===== src/rtl/rsc_pkg.sv =====
`default_nettype none
package rsc_pkg;
  // register byte offsets on the apb bus
  localparam logic [7:0] OFS_STROBE = 8'h00;
  localparam logic [7:0] OFS_CONFIG = 8'h04;
  localparam logic [7:0] OFS_DATA   = 8'h08;
  localparam logic [7:0] OFS_EVFLAG = 8'h0C;
  localparam logic [7:0] OFS_EVMASK = 8'h10;
  localparam logic [7:0] OFS_CPUFLG = 8'h14;
  localparam logic [7:0] OFS_IRQEN  = 8'h18;

  // strobe codes
  localparam logic [7:0] synth_on_strobe  = 8'h00;
  localparam logic [7:0] calibrate_strobe = 8'h01;
  localparam logic [7:0] receive_strobe   = 8'h02;
  localparam logic [7:0] transmit_strobe  = 8'h03;
  localparam logic [7:0] idle_strobe      = 8'h04;

  // field positions
  localparam int CFG_AUTOCAL  = 0;
  localparam int CFG_CCA      = 1;
  localparam int CPU_DATA     = 0;
  localparam int CPU_GENERAL  = 1;
  localparam int EV_TXUNF     = 7;
  localparam int EV_RXOVF     = 6;
  localparam int EV_TIMEOUT   = 5;
  localparam int EV_DONE      = 4;
  localparam int EV_CS        = 3;
  localparam int EV_PQT       = 2;
  localparam int EV_CCA       = 1;
  localparam int EV_SYNC      = 0;

  // reset values
  localparam logic [7:0] RST_BYTE = 8'h00;
  localparam logic [1:0] RST_PAIR = 2'h0;

  // radio states, one-hot
  typedef enum logic [8:0] {
    RSC_IDLE   = 9'h001,
    RSC_CALOFF = 9'h002,
    RSC_CALFS  = 9'h004,
    RSC_CALRX  = 9'h008,
    RSC_CALTX  = 9'h010,
    RSC_FSON   = 9'h020,
    RSC_RX     = 9'h040,
    RSC_TX     = 9'h080,
    RSC_ERR    = 9'h100
  } rsc_state_e;

  // controls towards the analog radio
  typedef struct packed {
    logic synth_on;
    logic calibrate;
    logic rx_on;
    logic tx_on;
  } rsc_ctl_s;

  // status from the radio baseband
  typedef struct packed {
    logic [7:0] events;
    logic       channel_clear;
    logic       cal_done;
    logic       rx_valid;
    logic [7:0] rx_byte;
    logic       tx_req;
  } rsc_sts_s;
endpackage : rsc_pkg
`default_nettype wire


===== src/rtl/rsc_top.sv =====
// Operation
// - one-byte strobes; unknown codes do nothing
// - code 0x00 enables synth, calibrates if set
// - code 0x01 calibrates then powers synth off
// - code 0x02 enters receive, calibrating from idle if set
// - code 0x03 from idle enters transmit
// - transmit from receive with cca needs clear
// - code 0x04 returns idle, synth off
// - data port separate from config registers
// - two interrupt outputs, data and general
// - data flag set on rx byte, tx space
// - data request needs flag and enable
// - events trigger on rising edges only
// - eight sticky event flags
// - masked event sets general flag, gated request
// - event flag byte layout, write zero clears
`timescale 1ns/100ps
`default_nettype none
module rsc_top (
  // clock and reset
  input  wire  logic              pclk,
  input  wire  logic              presetn,
  // apb slave
  input  wire  logic              psel,
  input  wire  logic              penable,
  input  wire  logic              pwrite,
  input  wire  logic [7:0]        paddr,
  input  wire  logic [31:0]       pwdata,
  output var   logic [31:0]       prdata,
  output var   logic              pready,
  output var   logic              pslverr,
  // radio side
  input  wire  rsc_pkg::rsc_sts_s sts,
  output var   rsc_pkg::rsc_ctl_s ctl,
  output var   logic [7:0]        tx_byte,
  // interrupts
  output var   logic              irq_data_transfer,
  output var   logic              irq_general
);
  rsc_pkg::rsc_state_e state, next_state;
  rsc_pkg::rsc_ctl_s   next_ctl;
  logic [7:0]  strobe_command_reg, next_strobe;
  logic        strobe_pend, next_strobe_pend;
  logic [1:0]  config_reg, next_config;
  logic [7:0]  rx_data, next_rx_data;
  logic        rx_full, next_rx_full;
  logic [7:0]  tx_data, next_tx_data;
  logic        tx_full, next_tx_full;
  logic [7:0]  next_tx_byte;
  logic [7:0]  radio_event_flags, next_flags;
  logic [7:0]  radio_event_mask, next_mask;
  logic [7:0]  prev_events;
  logic [1:0]  cpu_flags, next_cpu;
  logic [1:0]  irq_enable, next_irqen;
  logic [31:0] next_prdata;
  logic        next_pready, next_pslverr, next_irq_d, next_irq_g;
  logic        wr, rd, setup, mapped, autocal, cca;
  logic [7:0]  ev_set, ev_rise;

  // bus decode; an access completes at the edge where pready is high
  assign setup  = psel & ~penable;
  assign wr     = psel & penable & pready & pwrite;
  assign rd     = psel & penable & pready & ~pwrite;
  assign mapped = (paddr == rsc_pkg::OFS_STROBE) |
                  (paddr == rsc_pkg::OFS_CONFIG) |
                  (paddr == rsc_pkg::OFS_DATA)   |
                  (paddr == rsc_pkg::OFS_EVFLAG) |
                  (paddr == rsc_pkg::OFS_EVMASK) |
                  (paddr == rsc_pkg::OFS_CPUFLG) |
                  (paddr == rsc_pkg::OFS_IRQEN);
  assign autocal = config_reg[rsc_pkg::CFG_AUTOCAL];
  assign cca     = config_reg[rsc_pkg::CFG_CCA];
  assign ev_rise = sts.events & ~prev_events;

  // next-value logic for bus, data port, flags and radio state
  always_comb begin
    next_prdata      = prdata;
    next_pready      = setup;
    next_pslverr     = setup & ~mapped;
    next_strobe      = strobe_command_reg;
    next_strobe_pend = 1'b0;
    next_config      = config_reg;
    next_mask        = radio_event_mask;
    next_irqen       = irq_enable;
    next_rx_data     = rx_data;
    next_rx_full     = rx_full;
    next_tx_data     = tx_data;
    next_tx_full     = tx_full;
    next_tx_byte     = tx_byte;
    next_state       = state;
    next_flags       = radio_event_flags;
    next_cpu         = cpu_flags;
    ev_set           = ev_rise;
    // read data is captured in the setup cycle, one wait-free access
    if (setup) begin
      next_prdata = 32'h0000_0000;
      unique case (paddr)
        rsc_pkg::OFS_STROBE: next_prdata = {23'h000000, state};
        rsc_pkg::OFS_CONFIG: next_prdata = {30'h00000000, config_reg};
        rsc_pkg::OFS_DATA:   next_prdata = {24'h000000, rx_data};
        rsc_pkg::OFS_EVFLAG: next_prdata = {24'h000000, radio_event_flags};
        rsc_pkg::OFS_EVMASK: next_prdata = {24'h000000, radio_event_mask};
        rsc_pkg::OFS_CPUFLG: next_prdata = {30'h00000000, cpu_flags};
        rsc_pkg::OFS_IRQEN:  next_prdata = {30'h00000000, irq_enable};
        default:             next_prdata = 32'h0000_0000;
      endcase
    end
    // register writes; the strobe is latched and acted on next cycle
    if (wr) begin
      unique case (paddr)
        rsc_pkg::OFS_STROBE: begin
          next_strobe      = pwdata[7:0];
          next_strobe_pend = 1'b1;
        end
        rsc_pkg::OFS_CONFIG: next_config = pwdata[1:0];
        rsc_pkg::OFS_DATA: begin
          next_tx_data = pwdata[7:0];
          next_tx_full = 1'b1;
        end
        rsc_pkg::OFS_EVFLAG: begin
          next_flags = radio_event_flags & pwdata[7:0];
        end
        rsc_pkg::OFS_EVMASK: next_mask = pwdata[7:0];
        rsc_pkg::OFS_CPUFLG: next_cpu = cpu_flags & ~pwdata[1:0];
        rsc_pkg::OFS_IRQEN:  next_irqen = pwdata[1:0];
        default:             next_strobe_pend = 1'b0;
      endcase
    end
    // reading the data port frees it for the next received byte
    if (rd && paddr == rsc_pkg::OFS_DATA) begin
      next_rx_full = 1'b0;
    end
    // received byte: overflow if the previous one was not read
    if (sts.rx_valid && state == rsc_pkg::RSC_RX) begin
      if (rx_full) begin
        ev_set[rsc_pkg::EV_RXOVF] = 1'b1;
        ev_set[rsc_pkg::EV_DONE]  = 1'b1;
        next_state = rsc_pkg::RSC_ERR;
      end else begin
        next_rx_data = sts.rx_byte;
        next_rx_full = 1'b1;
        next_cpu[rsc_pkg::CPU_DATA] = 1'b1;
      end
    end
    // transmitter wants a byte: hand it over or underflow
    if (sts.tx_req && state == rsc_pkg::RSC_TX) begin
      if (tx_full) begin
        next_tx_byte = tx_data;
        next_tx_full = 1'b0;
        next_cpu[rsc_pkg::CPU_DATA] = 1'b1;
      end else begin
        ev_set[rsc_pkg::EV_TXUNF] = 1'b1;
        ev_set[rsc_pkg::EV_DONE]  = 1'b1;
        next_state = rsc_pkg::RSC_ERR;
      end
    end
    // calibration completion moves on to the chosen target
    if (sts.cal_done) begin
      unique case (state)
        rsc_pkg::RSC_CALOFF: next_state = rsc_pkg::RSC_IDLE;
        rsc_pkg::RSC_CALFS:  next_state = rsc_pkg::RSC_FSON;
        rsc_pkg::RSC_CALRX:  next_state = rsc_pkg::RSC_RX;
        rsc_pkg::RSC_CALTX:  next_state = rsc_pkg::RSC_TX;
        default:             next_state = next_state;
      endcase
    end
    // strobe decode; codes not listed leave the state alone
    if (strobe_pend) begin
      unique case (strobe_command_reg)
        rsc_pkg::synth_on_strobe: begin
          if (state == rsc_pkg::RSC_IDLE) begin
            next_state = autocal ? rsc_pkg::RSC_CALFS
                                 : rsc_pkg::RSC_FSON;
          end else if (state == rsc_pkg::RSC_RX && cca) begin
            next_state = rsc_pkg::RSC_FSON;
          end
        end
        rsc_pkg::calibrate_strobe: begin
          if (state == rsc_pkg::RSC_IDLE) begin
            next_state = rsc_pkg::RSC_CALOFF;
          end
        end
        rsc_pkg::receive_strobe: begin
          if (state == rsc_pkg::RSC_IDLE) begin
            next_state = autocal ? rsc_pkg::RSC_CALRX
                                 : rsc_pkg::RSC_RX;
          end else if (state == rsc_pkg::RSC_FSON) begin
            next_state = rsc_pkg::RSC_RX;
          end
        end
        rsc_pkg::transmit_strobe: begin
          if (state == rsc_pkg::RSC_IDLE) begin
            next_state = autocal ? rsc_pkg::RSC_CALTX
                                 : rsc_pkg::RSC_TX;
          end else if (state == rsc_pkg::RSC_RX) begin
            if (!cca || sts.channel_clear) begin
              next_state = rsc_pkg::RSC_TX;
            end
          end else if (state == rsc_pkg::RSC_FSON) begin
            next_state = rsc_pkg::RSC_TX;
          end
        end
        // the only way out of the overflow/underflow state
        rsc_pkg::idle_strobe: next_state = rsc_pkg::RSC_IDLE;
        default:              next_state = next_state;
      endcase
    end
    // entering transmit with room in the data port asks for a byte
    if (next_state == rsc_pkg::RSC_TX && state != rsc_pkg::RSC_TX &&
        !next_tx_full) begin
      next_cpu[rsc_pkg::CPU_DATA] = 1'b1;
    end
    // set beats a clear landing in the same cycle
    next_flags = next_flags | ev_set;
    if ((ev_set & radio_event_mask) != 8'h00) begin
      next_cpu[rsc_pkg::CPU_GENERAL] = 1'b1;
    end
    next_irq_d = next_cpu[rsc_pkg::CPU_DATA] &
                 next_irqen[rsc_pkg::CPU_DATA];
    next_irq_g = next_cpu[rsc_pkg::CPU_GENERAL] &
                 next_irqen[rsc_pkg::CPU_GENERAL];
    // analog controls follow the next state so they leave a flop
    next_ctl.synth_on  = (next_state != rsc_pkg::RSC_IDLE) &&
                         (next_state != rsc_pkg::RSC_ERR);
    next_ctl.calibrate = (next_state == rsc_pkg::RSC_CALOFF) ||
                         (next_state == rsc_pkg::RSC_CALFS) ||
                         (next_state == rsc_pkg::RSC_CALRX) ||
                         (next_state == rsc_pkg::RSC_CALTX);
    next_ctl.rx_on     = (next_state == rsc_pkg::RSC_RX);
    next_ctl.tx_on     = (next_state == rsc_pkg::RSC_TX);
  end

  // state registers
  always_ff @(posedge pclk or negedge presetn) begin
    if (!presetn) begin
      state              <= rsc_pkg::RSC_IDLE;
      ctl                <= '0;
      strobe_command_reg <= rsc_pkg::RST_BYTE;
      strobe_pend        <= 1'b0;
      config_reg         <= rsc_pkg::RST_PAIR;
      rx_data            <= rsc_pkg::RST_BYTE;
      rx_full            <= 1'b0;
      tx_data            <= rsc_pkg::RST_BYTE;
      tx_full            <= 1'b0;
      tx_byte            <= rsc_pkg::RST_BYTE;
      radio_event_flags  <= rsc_pkg::RST_BYTE;
      radio_event_mask   <= rsc_pkg::RST_BYTE;
      prev_events        <= rsc_pkg::RST_BYTE;
      cpu_flags          <= rsc_pkg::RST_PAIR;
      irq_enable         <= rsc_pkg::RST_PAIR;
      prdata             <= 32'h0000_0000;
      pready             <= 1'b0;
      pslverr            <= 1'b0;
      irq_data_transfer  <= 1'b0;
      irq_general        <= 1'b0;
    end else begin
      state              <= next_state;
      ctl                <= next_ctl;
      strobe_command_reg <= next_strobe;
      strobe_pend        <= next_strobe_pend;
      config_reg         <= next_config;
      rx_data            <= next_rx_data;
      rx_full            <= next_rx_full;
      tx_data            <= next_tx_data;
      tx_full            <= next_tx_full;
      tx_byte            <= next_tx_byte;
      radio_event_flags  <= next_flags;
      radio_event_mask   <= next_mask;
      prev_events        <= sts.events;
      cpu_flags          <= next_cpu;
      irq_enable         <= next_irqen;
      prdata             <= next_prdata;
      pready             <= next_pready;
      pslverr            <= next_pslverr;
      irq_data_transfer  <= next_irq_d;
      irq_general        <= next_irq_g;
    end
  end

  // checks
  strobe_next_a: assert property (@(posedge pclk) disable iff (!presetn)
    wr && paddr == rsc_pkg::OFS_STROBE |=> strobe_pend)
    else $error("strobe not pending after write");
  idle_strobe_a: assert property (@(posedge pclk) disable iff (!presetn)
    strobe_pend && strobe_command_reg == rsc_pkg::idle_strobe
    |=> state == rsc_pkg::RSC_IDLE && !ctl.synth_on)
    else $error("idle strobe did not reach idle");
  nop_strobe_a: assert property (@(posedge pclk) disable iff (!presetn)
    strobe_pend && strobe_command_reg > rsc_pkg::idle_strobe &&
    !sts.cal_done && !sts.rx_valid && !sts.tx_req
    |=> $stable(state))
    else $error("unknown strobe changed state");
  cal_idle_a: assert property (@(posedge pclk) disable iff (!presetn)
    strobe_pend && strobe_command_reg == rsc_pkg::calibrate_strobe &&
    state == rsc_pkg::RSC_IDLE |=> state == rsc_pkg::RSC_CALOFF ##1
    ctl.calibrate)
    else $error("calibrate strobe ignored in idle");
  rx_autocal_a: assert property (@(posedge pclk) disable iff (!presetn)
    strobe_pend && strobe_command_reg == rsc_pkg::receive_strobe &&
    state == rsc_pkg::RSC_IDLE |=> state == (autocal ?
    rsc_pkg::RSC_CALRX : rsc_pkg::RSC_RX))
    else $error("receive strobe wrong target");
  cca_block_a: assert property (@(posedge pclk) disable iff (!presetn)
    strobe_pend && strobe_command_reg == rsc_pkg::transmit_strobe &&
    state == rsc_pkg::RSC_RX && cca && !sts.channel_clear &&
    !sts.rx_valid |=> state == rsc_pkg::RSC_RX)
    else $error("transmit taken on busy channel");
  edge_only_a: assert property (@(posedge pclk) disable iff (!presetn)
    ##1 $stable(sts.events) && !(wr && paddr == rsc_pkg::OFS_EVFLAG) &&
    !sts.rx_valid && !sts.tx_req |=> $stable(radio_event_flags))
    else $error("flag set without rising edge");
  flag_set_a: assert property (@(posedge pclk) disable iff (!presetn)
    (ev_rise != 8'h00) |=> (radio_event_flags & $past(ev_rise))
    == $past(ev_rise))
    else $error("event flag lost");
  gen_irq_a: assert property (@(posedge pclk) disable iff (!presetn)
    ((ev_rise & radio_event_mask) != 8'h00) &&
    irq_enable[rsc_pkg::CPU_GENERAL] &&
    !(wr && paddr == rsc_pkg::OFS_IRQEN) |=> irq_general)
    else $error("general interrupt missing");
  data_irq_a: assert property (@(posedge pclk) disable iff (!presetn)
    irq_data_transfer |-> cpu_flags[rsc_pkg::CPU_DATA] &&
    irq_enable[rsc_pkg::CPU_DATA])
    else $error("data interrupt without flag and enable");
  ovf_err_a: assert property (@(posedge pclk) disable iff (!presetn)
    sts.rx_valid && rx_full && state == rsc_pkg::RSC_RX &&
    !(rd && paddr == rsc_pkg::OFS_DATA)
    |=> state == rsc_pkg::RSC_ERR &&
    radio_event_flags[rsc_pkg::EV_RXOVF])
    else $error("overflow not caught");
endmodule : rsc_top
`default_nettype wire


===== config.mk =====
export PLATFORM = sky130hd
export DESIGN_NAME = rsc_top
export DESIGN_NICKNAME = d
export VERILOG_FILES = /design/src/rtl/rsc_pkg.sv /design/src/rtl/rsc_top.sv
export SDC_FILE = /design/constraint.sdc
export NUM_CORES = 1
export LEC_CHECK = 0
export ABC_CLOCK_PERIOD_IN_PS = 5500
export BUFFER_PORTS_ARGS = -buffer_cell sky130_fd_sc_hd__buf_2
export CORE_AREA = 5 5 123 79
export CTS_CLUSTER_DIAMETER = 120
export DETAILED_ROUTE_END_ITERATION = 8
export DIE_AREA = 0 0 128 84
export PLACE_DENSITY = 0.81
export SYNTH_ARGS = -nofsm -noshare
export SYNTH_HDL_FRONTEND = slang
export SYNTH_SLANG_ARGS = --single-unit

===== constraint.sdc =====
create_clock -name pclk -period 5.5 [get_ports pclk]
set_input_delay 1.1 -clock pclk [delete_from_list [all_inputs] [get_ports pclk]]
set_output_delay 1.1 -clock pclk [all_outputs]
set_load 0.05 [all_outputs]

==> flow_summary.ini, run 1 <==
[outcome]
status = completed

[critical_path]
critPathKind = in -> reg
r2r-start = state[1]$_DFF_PN0_
worstPathArrival_ps = 3440
crit_path_start_kind = input pin
timing.critical_path.from = sts[0]
critPathRequiredTime_ps = 5710
crit_path_max_fanout = 4
worst_setup_path_end_kind = flip-flop

[yosys]
syn_area_um2 = 4740
synth_area_per_cell_um2 = 10.1
synth-edff-count = 0
syn_inst = 469
synthFlopType = dfrtp_1
yosys_warnings = 0
async_reset_ff_frac = 1.00
synth.distinct_cells = 73
synth-seq-area-share = 0.480
ys_seq_elements = 91

[layout]
fin_nets = 595
finalNonFillerCells = 651
n_antenna_cell = 0
reg_top3 = prdata: 9 flops, state: 9 flops
drive_above_1_share = 0.245
final_cell_area_um2 = 5350
area_growth_syn_to_layout_pct = 12.7

[place]
port_buffers = 65
dp.final_hpwl_mm = 9.41
pre_cts_ws_ps = 2020
gp_congestion = 0.932
dp_cells = 635
placed_cell_area_um2 = 5070

[worst_hold_path]
hold_class = reg -> reg
min_from = prev_events[2]$_DFF_PN0_

[global_route]
grt_pass1_wl_mm = 20.0
grt_pass1_vias = 3746
grt.total_usage = 0.238
grt_max_degree = 56
antenna_found_initial = 0
overflow = 0

[clock_network]
post_cts_buffers = 0
cts_hold_buf = 0
cts-htree-levels = 3
cts_resized = 0
clockBufferDepth = 2
cts_tree = built
cts_buffers = 9
cts_root_buf = clkbuf_16
cts_sinks = 91
clock_latency_ps = 350
clk_pin_slew_ps = 70

[power_and_ir_drop]
p_per_area_nw_per_um2 = 253
power.leakage_nw = 2.52
ir_drop_mv = 0.199

[drt]
antenna_left = 0
dr.pass1.iters = 5
vias = 3946
wl_per_cell_um = 19.3
routed_wl_mm = 12.5
avgViaCountPerCell = 6.06
drtIter0Drc = 395
route.detailed.drc = 0

[sta]
max_freq_ghz = 0.310
slew_viol_final = 0
slew_headroom = 0.495
clock_skew_ps = 10.8
hold_viol_final = 0
tns_ps = 0
finalCritPeriodShare = 0.587
whs_ps = 454
setup_viol = 0
setup_ws_ps = 2270
layout_min_cycle_time_ps = 3230
rsz0062_at_grt = no
worstMarginPinSlew_ps = 754

[die]
start_util = 0.548
dieWidth_um = 128
die_h_um = 84
die-area_um2 = 10800
coreArea_um2 = 8650
row_count = 27
ioPinCount = 113

[flow_run]
maxCapViolCount = 0
==> metal layers <==
| metal | GRT usage | share of wire | vias to the layer above | wire (um) |
|---|---|---|---|---|
| met5 | 0 | 0 | - | 0 |
| met4 | 0.0520 | 0.010 | 0 | 129 |
| met3 | 0.0659 | 0.10 | 20 | 1290 |
| met2 | 0.338 | 0.42 | 215 | 5270 |
| met1 | 0.363 | 0.47 | 1940 | 5850 |
| li1 | - | - | 1771 | - |
==> kinds of logic (layout without fill, tap and decap cells) <==
family                 after synthesis  count (layout)  synth area share
AND/OR/NAND/NOR                    175             175             0.211
multiplexers                        40              40            0.0939
buffers and inverters               58             102            0.0675
AO/OA/AOI/OAI                      101             101             0.141
other                                1              23          0.000791
flip-flops                          91              91             0.480
XOR/XNOR                             3               3           0.00554
==> report_power, final <==
part | total (mW) | internal (mW) | switching (mW)
registers | 0.677 | 0.674 | 0.00290
clock network | 0.578 | 0.310 | 0.268
logic | 0.0957 | 0.0185 | 0.0772
==> Yosys cell counts, types with 3 or more instances <==
master	number	area, um2
a21oi_1	18	90.1
a22oi_1	9	67.6
a31oi_1	7	43.8
a32oi_1	3	26.3
and2_1	4	25.0
and3_1	8	50.1
and4_1	3	26.3
buf_2	3	15.0
buf_4	24	180
clkbuf_1	11	41.3
dfrtp_1	90	2250
inv_1	17	63.8
mux2_1	4	45.0
mux2_2	32	360
mux2i_1	4	40.0
nand2_1	58	218
nand2b_1	6	37.5
nand3_1	14	70.1
nand3b_1	4	30.0
nand4_1	8	50.1
nand4b_1	4	35.0
nor2_1	17	63.8
nor2b_1	7	43.8
nor3_1	10	50.1
nor3b_1	4	30.0
nor4b_1	3	26.3
o211ai_1	6	45.0
o21ai_0	31	155
==> cell usage in the layout (no fill, tap or decap), types with 10 or more instances in the layout <==
| master | count |
|---|---|
| a21oi_1 | 18 |
| buf_2 | 64 |
| conb_1 | 23 |
| dfrtp_1 | 90 |
| inv_1 | 17 |
| mux2_2 | 32 |
| nand2_1 | 58 |
| nand3_1 | 14 |
| nor2_1 | 17 |
| nor3_1 | 10 |
| o21ai_0 | 31 |
==> final timing paths <==
| check | endpoint | slack (ps) | cells past startpoint |
|---|---|---|---|
| min reg2reg | radio_event_flags[2]$_DFF_PN0_ | 450 | 1 |
| min | radio_event_flags[2]$_DFF_PN0_ | 450 | 1 |
| max in group asynchronous | strobe_command_reg[1]$_DFFE_PN0P_ | 3740 | 2 |
| min in group asynchronous | prdata[2]$_DFFE_PN0P_ | 710 | 1 |
| max | irq_data_transfer$_DFF_PN0_ | 2270 | 8 |
| max reg2reg | irq_data_transfer$_DFF_PN0_ | 2430 | 7 |
==> per-stage QoR <==
stage                     power, mW   util
after floorplan               0.757      -
after global placement        0.783  0.586
after detailed placement      0.785  0.586
after CTS                      1.35  0.618
after global routing           1.39  0.618
final                          1.35  0.618
==> layout make-up <==
cell class	count	area, um2
Clock buffer	10	229
Clock inverter	6	47.5
Fill cell	740	3300
Inverter	18	67.6
Multi-Input combinational cell	342	2230
Sequential cell	91	2280
Tap cell	116	145
Timing Repair Buffer	68	350
==> worst max-delay path, stage by stage <==
cell and delay, ps:
buf_2 110, nor4bb_1 480, o211ai_1 230, o21a_1 210, a31o_1 240, a21o_1 190, or4b_4 510, o31ai_1 370
No activity file was read; power rests on OpenSTA's default activity.
==> run 2, diff against run 1 <==
==> config.mk (replaced) <==
export PLATFORM = sky130hd
export DESIGN_NAME = rsc_top
export DESIGN_NICKNAME = d
export VERILOG_FILES = /design/src/rtl/rsc_pkg.sv /design/src/rtl/rsc_top.sv
export SDC_FILE = /design/constraint.sdc
export NUM_CORES = 1
export LEC_CHECK = 0
export ABC_AREA = 1
export ABC_CLOCK_PERIOD_IN_PS = 2860
export BUFFER_PORTS_ARGS = -buffer_cell sky130_fd_sc_hd__buf_2
export CORE_AREA = 5 5 133 84
export CTS_CLUSTER_DIAMETER = 120
export DETAILED_ROUTE_END_ITERATION = 8
export DIE_AREA = 0 0 138 89
export PLACE_DENSITY = 0.72
export SYNTH_ARGS = -nofsm -noshare
export SYNTH_HDL_FRONTEND = slang
export SYNTH_SLANG_ARGS = --single-unit
==> constraint.sdc (replaced) <==
create_clock -name pclk -period 2.86 [get_ports pclk]
set_input_delay 0.572 -clock pclk [delete_from_list [all_inputs] [get_ports pclk]]
set_output_delay 0.572 -clock pclk [all_outputs]
set_load 0.05 [all_outputs]
==> run 2 against run 1 <==
  * Via count is 0.86% lower
  * Combinational power is 95% higher
  * Wire length down 3.7%
  * Worst hold slack worse by 220 ps
  * Sequential cell count unchanged
  * Largest cell class unchanged
  * Synthesized cell count is 17% higher
  * Clock skew down 5.5 ps
  * Non-clock buffer count increased by 1
  * Die area grew 14%
  * Register-to-register slack got worse by 2100 ps
==> flow_summary.ini, run 2 <==
[drt]
drtIter0Drc = 364
routed_wl_mm = 12.1
dr.pass1.iters = 5
avgViaCountPerCell = 5.14
top_layer = met4
m1WireLength_mm = 5.96
wl_met2_mm = 4.95
vias = 3912
route.detailed.drc = 0
wl_per_cell_um = 15.9
wl_met3_mm = 1.07
antenna_left = 0

[layout]
fin_nets = 686
fill_cells = 936
area_growth_syn_to_layout_pct = 16.7
reg_top3 = prdata: 9 flops, state: 9 flops
n_antenna_cell = 0
mostFrequentLayoutCells = 134 x nand2_1, 90 x dfrtp_1, 64 x buf_2
drive_above_1_share = 0.212
final_common_cell = nand2_1
final_cell_area_um2 = 5340

[yosys]
yosys_warnings = 0
synthFlopType = dfrtp_1
synth.distinct_cells = 38
synth_top_area_frac = 0.492
synth-edff-count = 0
syn_area_um2 = 4580
synth_area_per_cell_um2 = 8.36
ys_top_cells_by_area = dfrtp_1 49%, nand2_1 11%, o21ai_0 5.8%, inv_1 5.1%, nand3_1 5.0%
async_reset_ff_frac = 1.00
synth.most_common_cell = nand2_1
synth-seq-area-share = 0.498
syn_inst = 547
ys_top_cells_by_count = 134 x nand2_1, 90 x dfrtp_1, 62 x inv_1, 53 x o21ai_0, 46 x nand3_1
ys_seq_elements = 91
yosysTopAreaCell = dfrtp_1

[power_and_ir_drop]
ir_drop_mv = 0.264
p_total_mw = 2.80
p_per_area_nw_per_um2 = 524
power.leakage_nw = 2.74

[clock_network]
post_cts_buffers = 0
clk_pin_slew_ps = 70
cts_resized = 0
cts_hold_buf = 0
cts_buffers = 9
clock_latency_ps = 340
cts_sinks = 91
cts_tree = built
cts_root_buf = clkbuf_16
cts-htree-levels = 3
clockBufferDepth = 2

[sta]
slew_headroom = 0.540
tns_ps = 0
hold_viol_final = 0
clock_skew_ps = 5.36
rsz0062_at_grt = no
layout_min_cycle_time_ps = 2480
worstMarginPinSlew_ps = 688
finalCritPeriodShare = 0.867
slew_viol_final = 0
setup_viol = 0
max_freq_ghz = 0.403

[critical_path]
worst-path-stages = 13
path_buf_inv = 1
cp_slowest_cell = dfrtp_1
r2r-start = state[3]$_DFF_PN0_
critPathKind = reg -> reg
crit_path_frequent_cell = nand3_1
critPathRequiredTime_ps = 3130
path_delay_family = simple AND/OR/NAND/NOR gates
crit_path_start_kind = flip-flop
cp_slowest_stage_delay_ps = 460
reg2reg_depth = 13
worstPathCellList = nor2_2 -> nand3_1 -> nor2_1 -> nand3_1 -> nand2_1 -> inv_2 -> nand2_1 -> nand3_1 -> nand2_1 -> nand3_1 -> nor2_2 -> nand3_1 -> nand4_1
worstPathArrival_ps = 2750
ff2ff_setup_slack_ps = 380
worst_setup_path_end_kind = flip-flop
reg2reg_to = ctl[2]$_DFF_PN0_
crit_path_max_fanout = 5

[die]
ioPinCount = 113
die_h_um = 89
coreArea_um2 = 9740
die-area_um2 = 12300
dieWidth_um = 138
start_util = 0.470
row_count = 28

[global_route]
antenna_found_initial = 0
grt_pass1_wl_mm = 19.8
grt_pass1_vias = 3797
overflow = 0
grt_max_degree = 48
grt.total_usage = 0.204

[outcome]
status = completed

[place]
port_buffers = 65
gp_congestion = 0.847
dp.final_hpwl_mm = 9.40
placed_cell_area_um2 = 5010

[worst_hold_path]
hold_class = in -> async

[flow_run]
maxCapViolCount = 0
==> run 2: cell types whose count changed after synthesis, sizes merged, moves of 7 or more <==
cell    previous run  this run
a21oi             19         4
a22oi              9         0
clkbuf            12         5
inv               18        66
mux2              36        15
nand2             60       142
nand3             15        52
nor2              17        51
nor2b              7         0
o21ai             32        54
==> run 2: cell type report <==
| cell class | count | area, um2 | area share |
|---|---|---|---|
| clock inverters | 6 | 93.8 | 0.0176 |
| inverters | 67 | 251 | 0.0471 |
| repair buffers | 69 | 370 | 0.0694 |
| multi-input cells | 383 | 1940 | 0.363 |
| clock buffers | 10 | 239 | 0.0448 |
| flip-flops and latches | 91 | 2280 | 0.427 |
| well taps | 135 | 169 | 0.0316 |
==> run 2: cell families after synthesis <==
kind of cell    Yosys count  synth area share
compound gates           75            0.0946
buf+inv                  95            0.0968
flops                    91             0.498
mux                      15            0.0369
other cells               1          0.000820
simple gates            270             0.273
==> run 2: worst max-delay path by stage <==
stage / startpoint / end / slack [ps]
global placement: paddr[1] / irq_data_transfer$_DFF_PN0_ / 420
CTS: state[3]$_DFF_PN0_ / ctl[2]$_DFF_PN0_ / 430
global route: state[2]$_DFF_PN0_ / ctl[2]$_DFF_PN0_ / 160
detailed placement: paddr[1] / cpu_flags[0]$_DFF_PN0_ / 280
floorplan: paddr[1] / prdata[0]$_DFFE_PN0P_ / 960
finish: state[3]$_DFF_PN0_ / ctl[2]$_DFF_PN0_ / 380
==> run 2: metrics by stage <==
step | std cells | worst slack [ps] | utilization | hold slack [ps]
after floorplan | 569 | 965 | - | 276
after global placement | 745 | 416 | 0.514 | 460
after detailed placement | 745 | 279 | 0.514 | 462
after CTS | 761 | 429 | 0.548 | 246
after global routing | 761 | 159 | 0.548 | 266
final | 761 | 379 | 0.548 | 237
==> run 2: routing by layer <==
layer  GRT usage  vias up
met5           0        -
met4      0.0430        0
met3      0.0620       12
met2       0.300      163
met1       0.300     1836
li1            -     1901
==> run 2: power by group <==
part / internal, mW / switching, mW / leakage [nW]
logic: 0.0348 / 0.152 / 1.43
clock network: 0.799 / 0.509 / 0.160
registers: 1.30 / 0.00428 / 1.14
total: 2.13 / 0.666 / 2.74
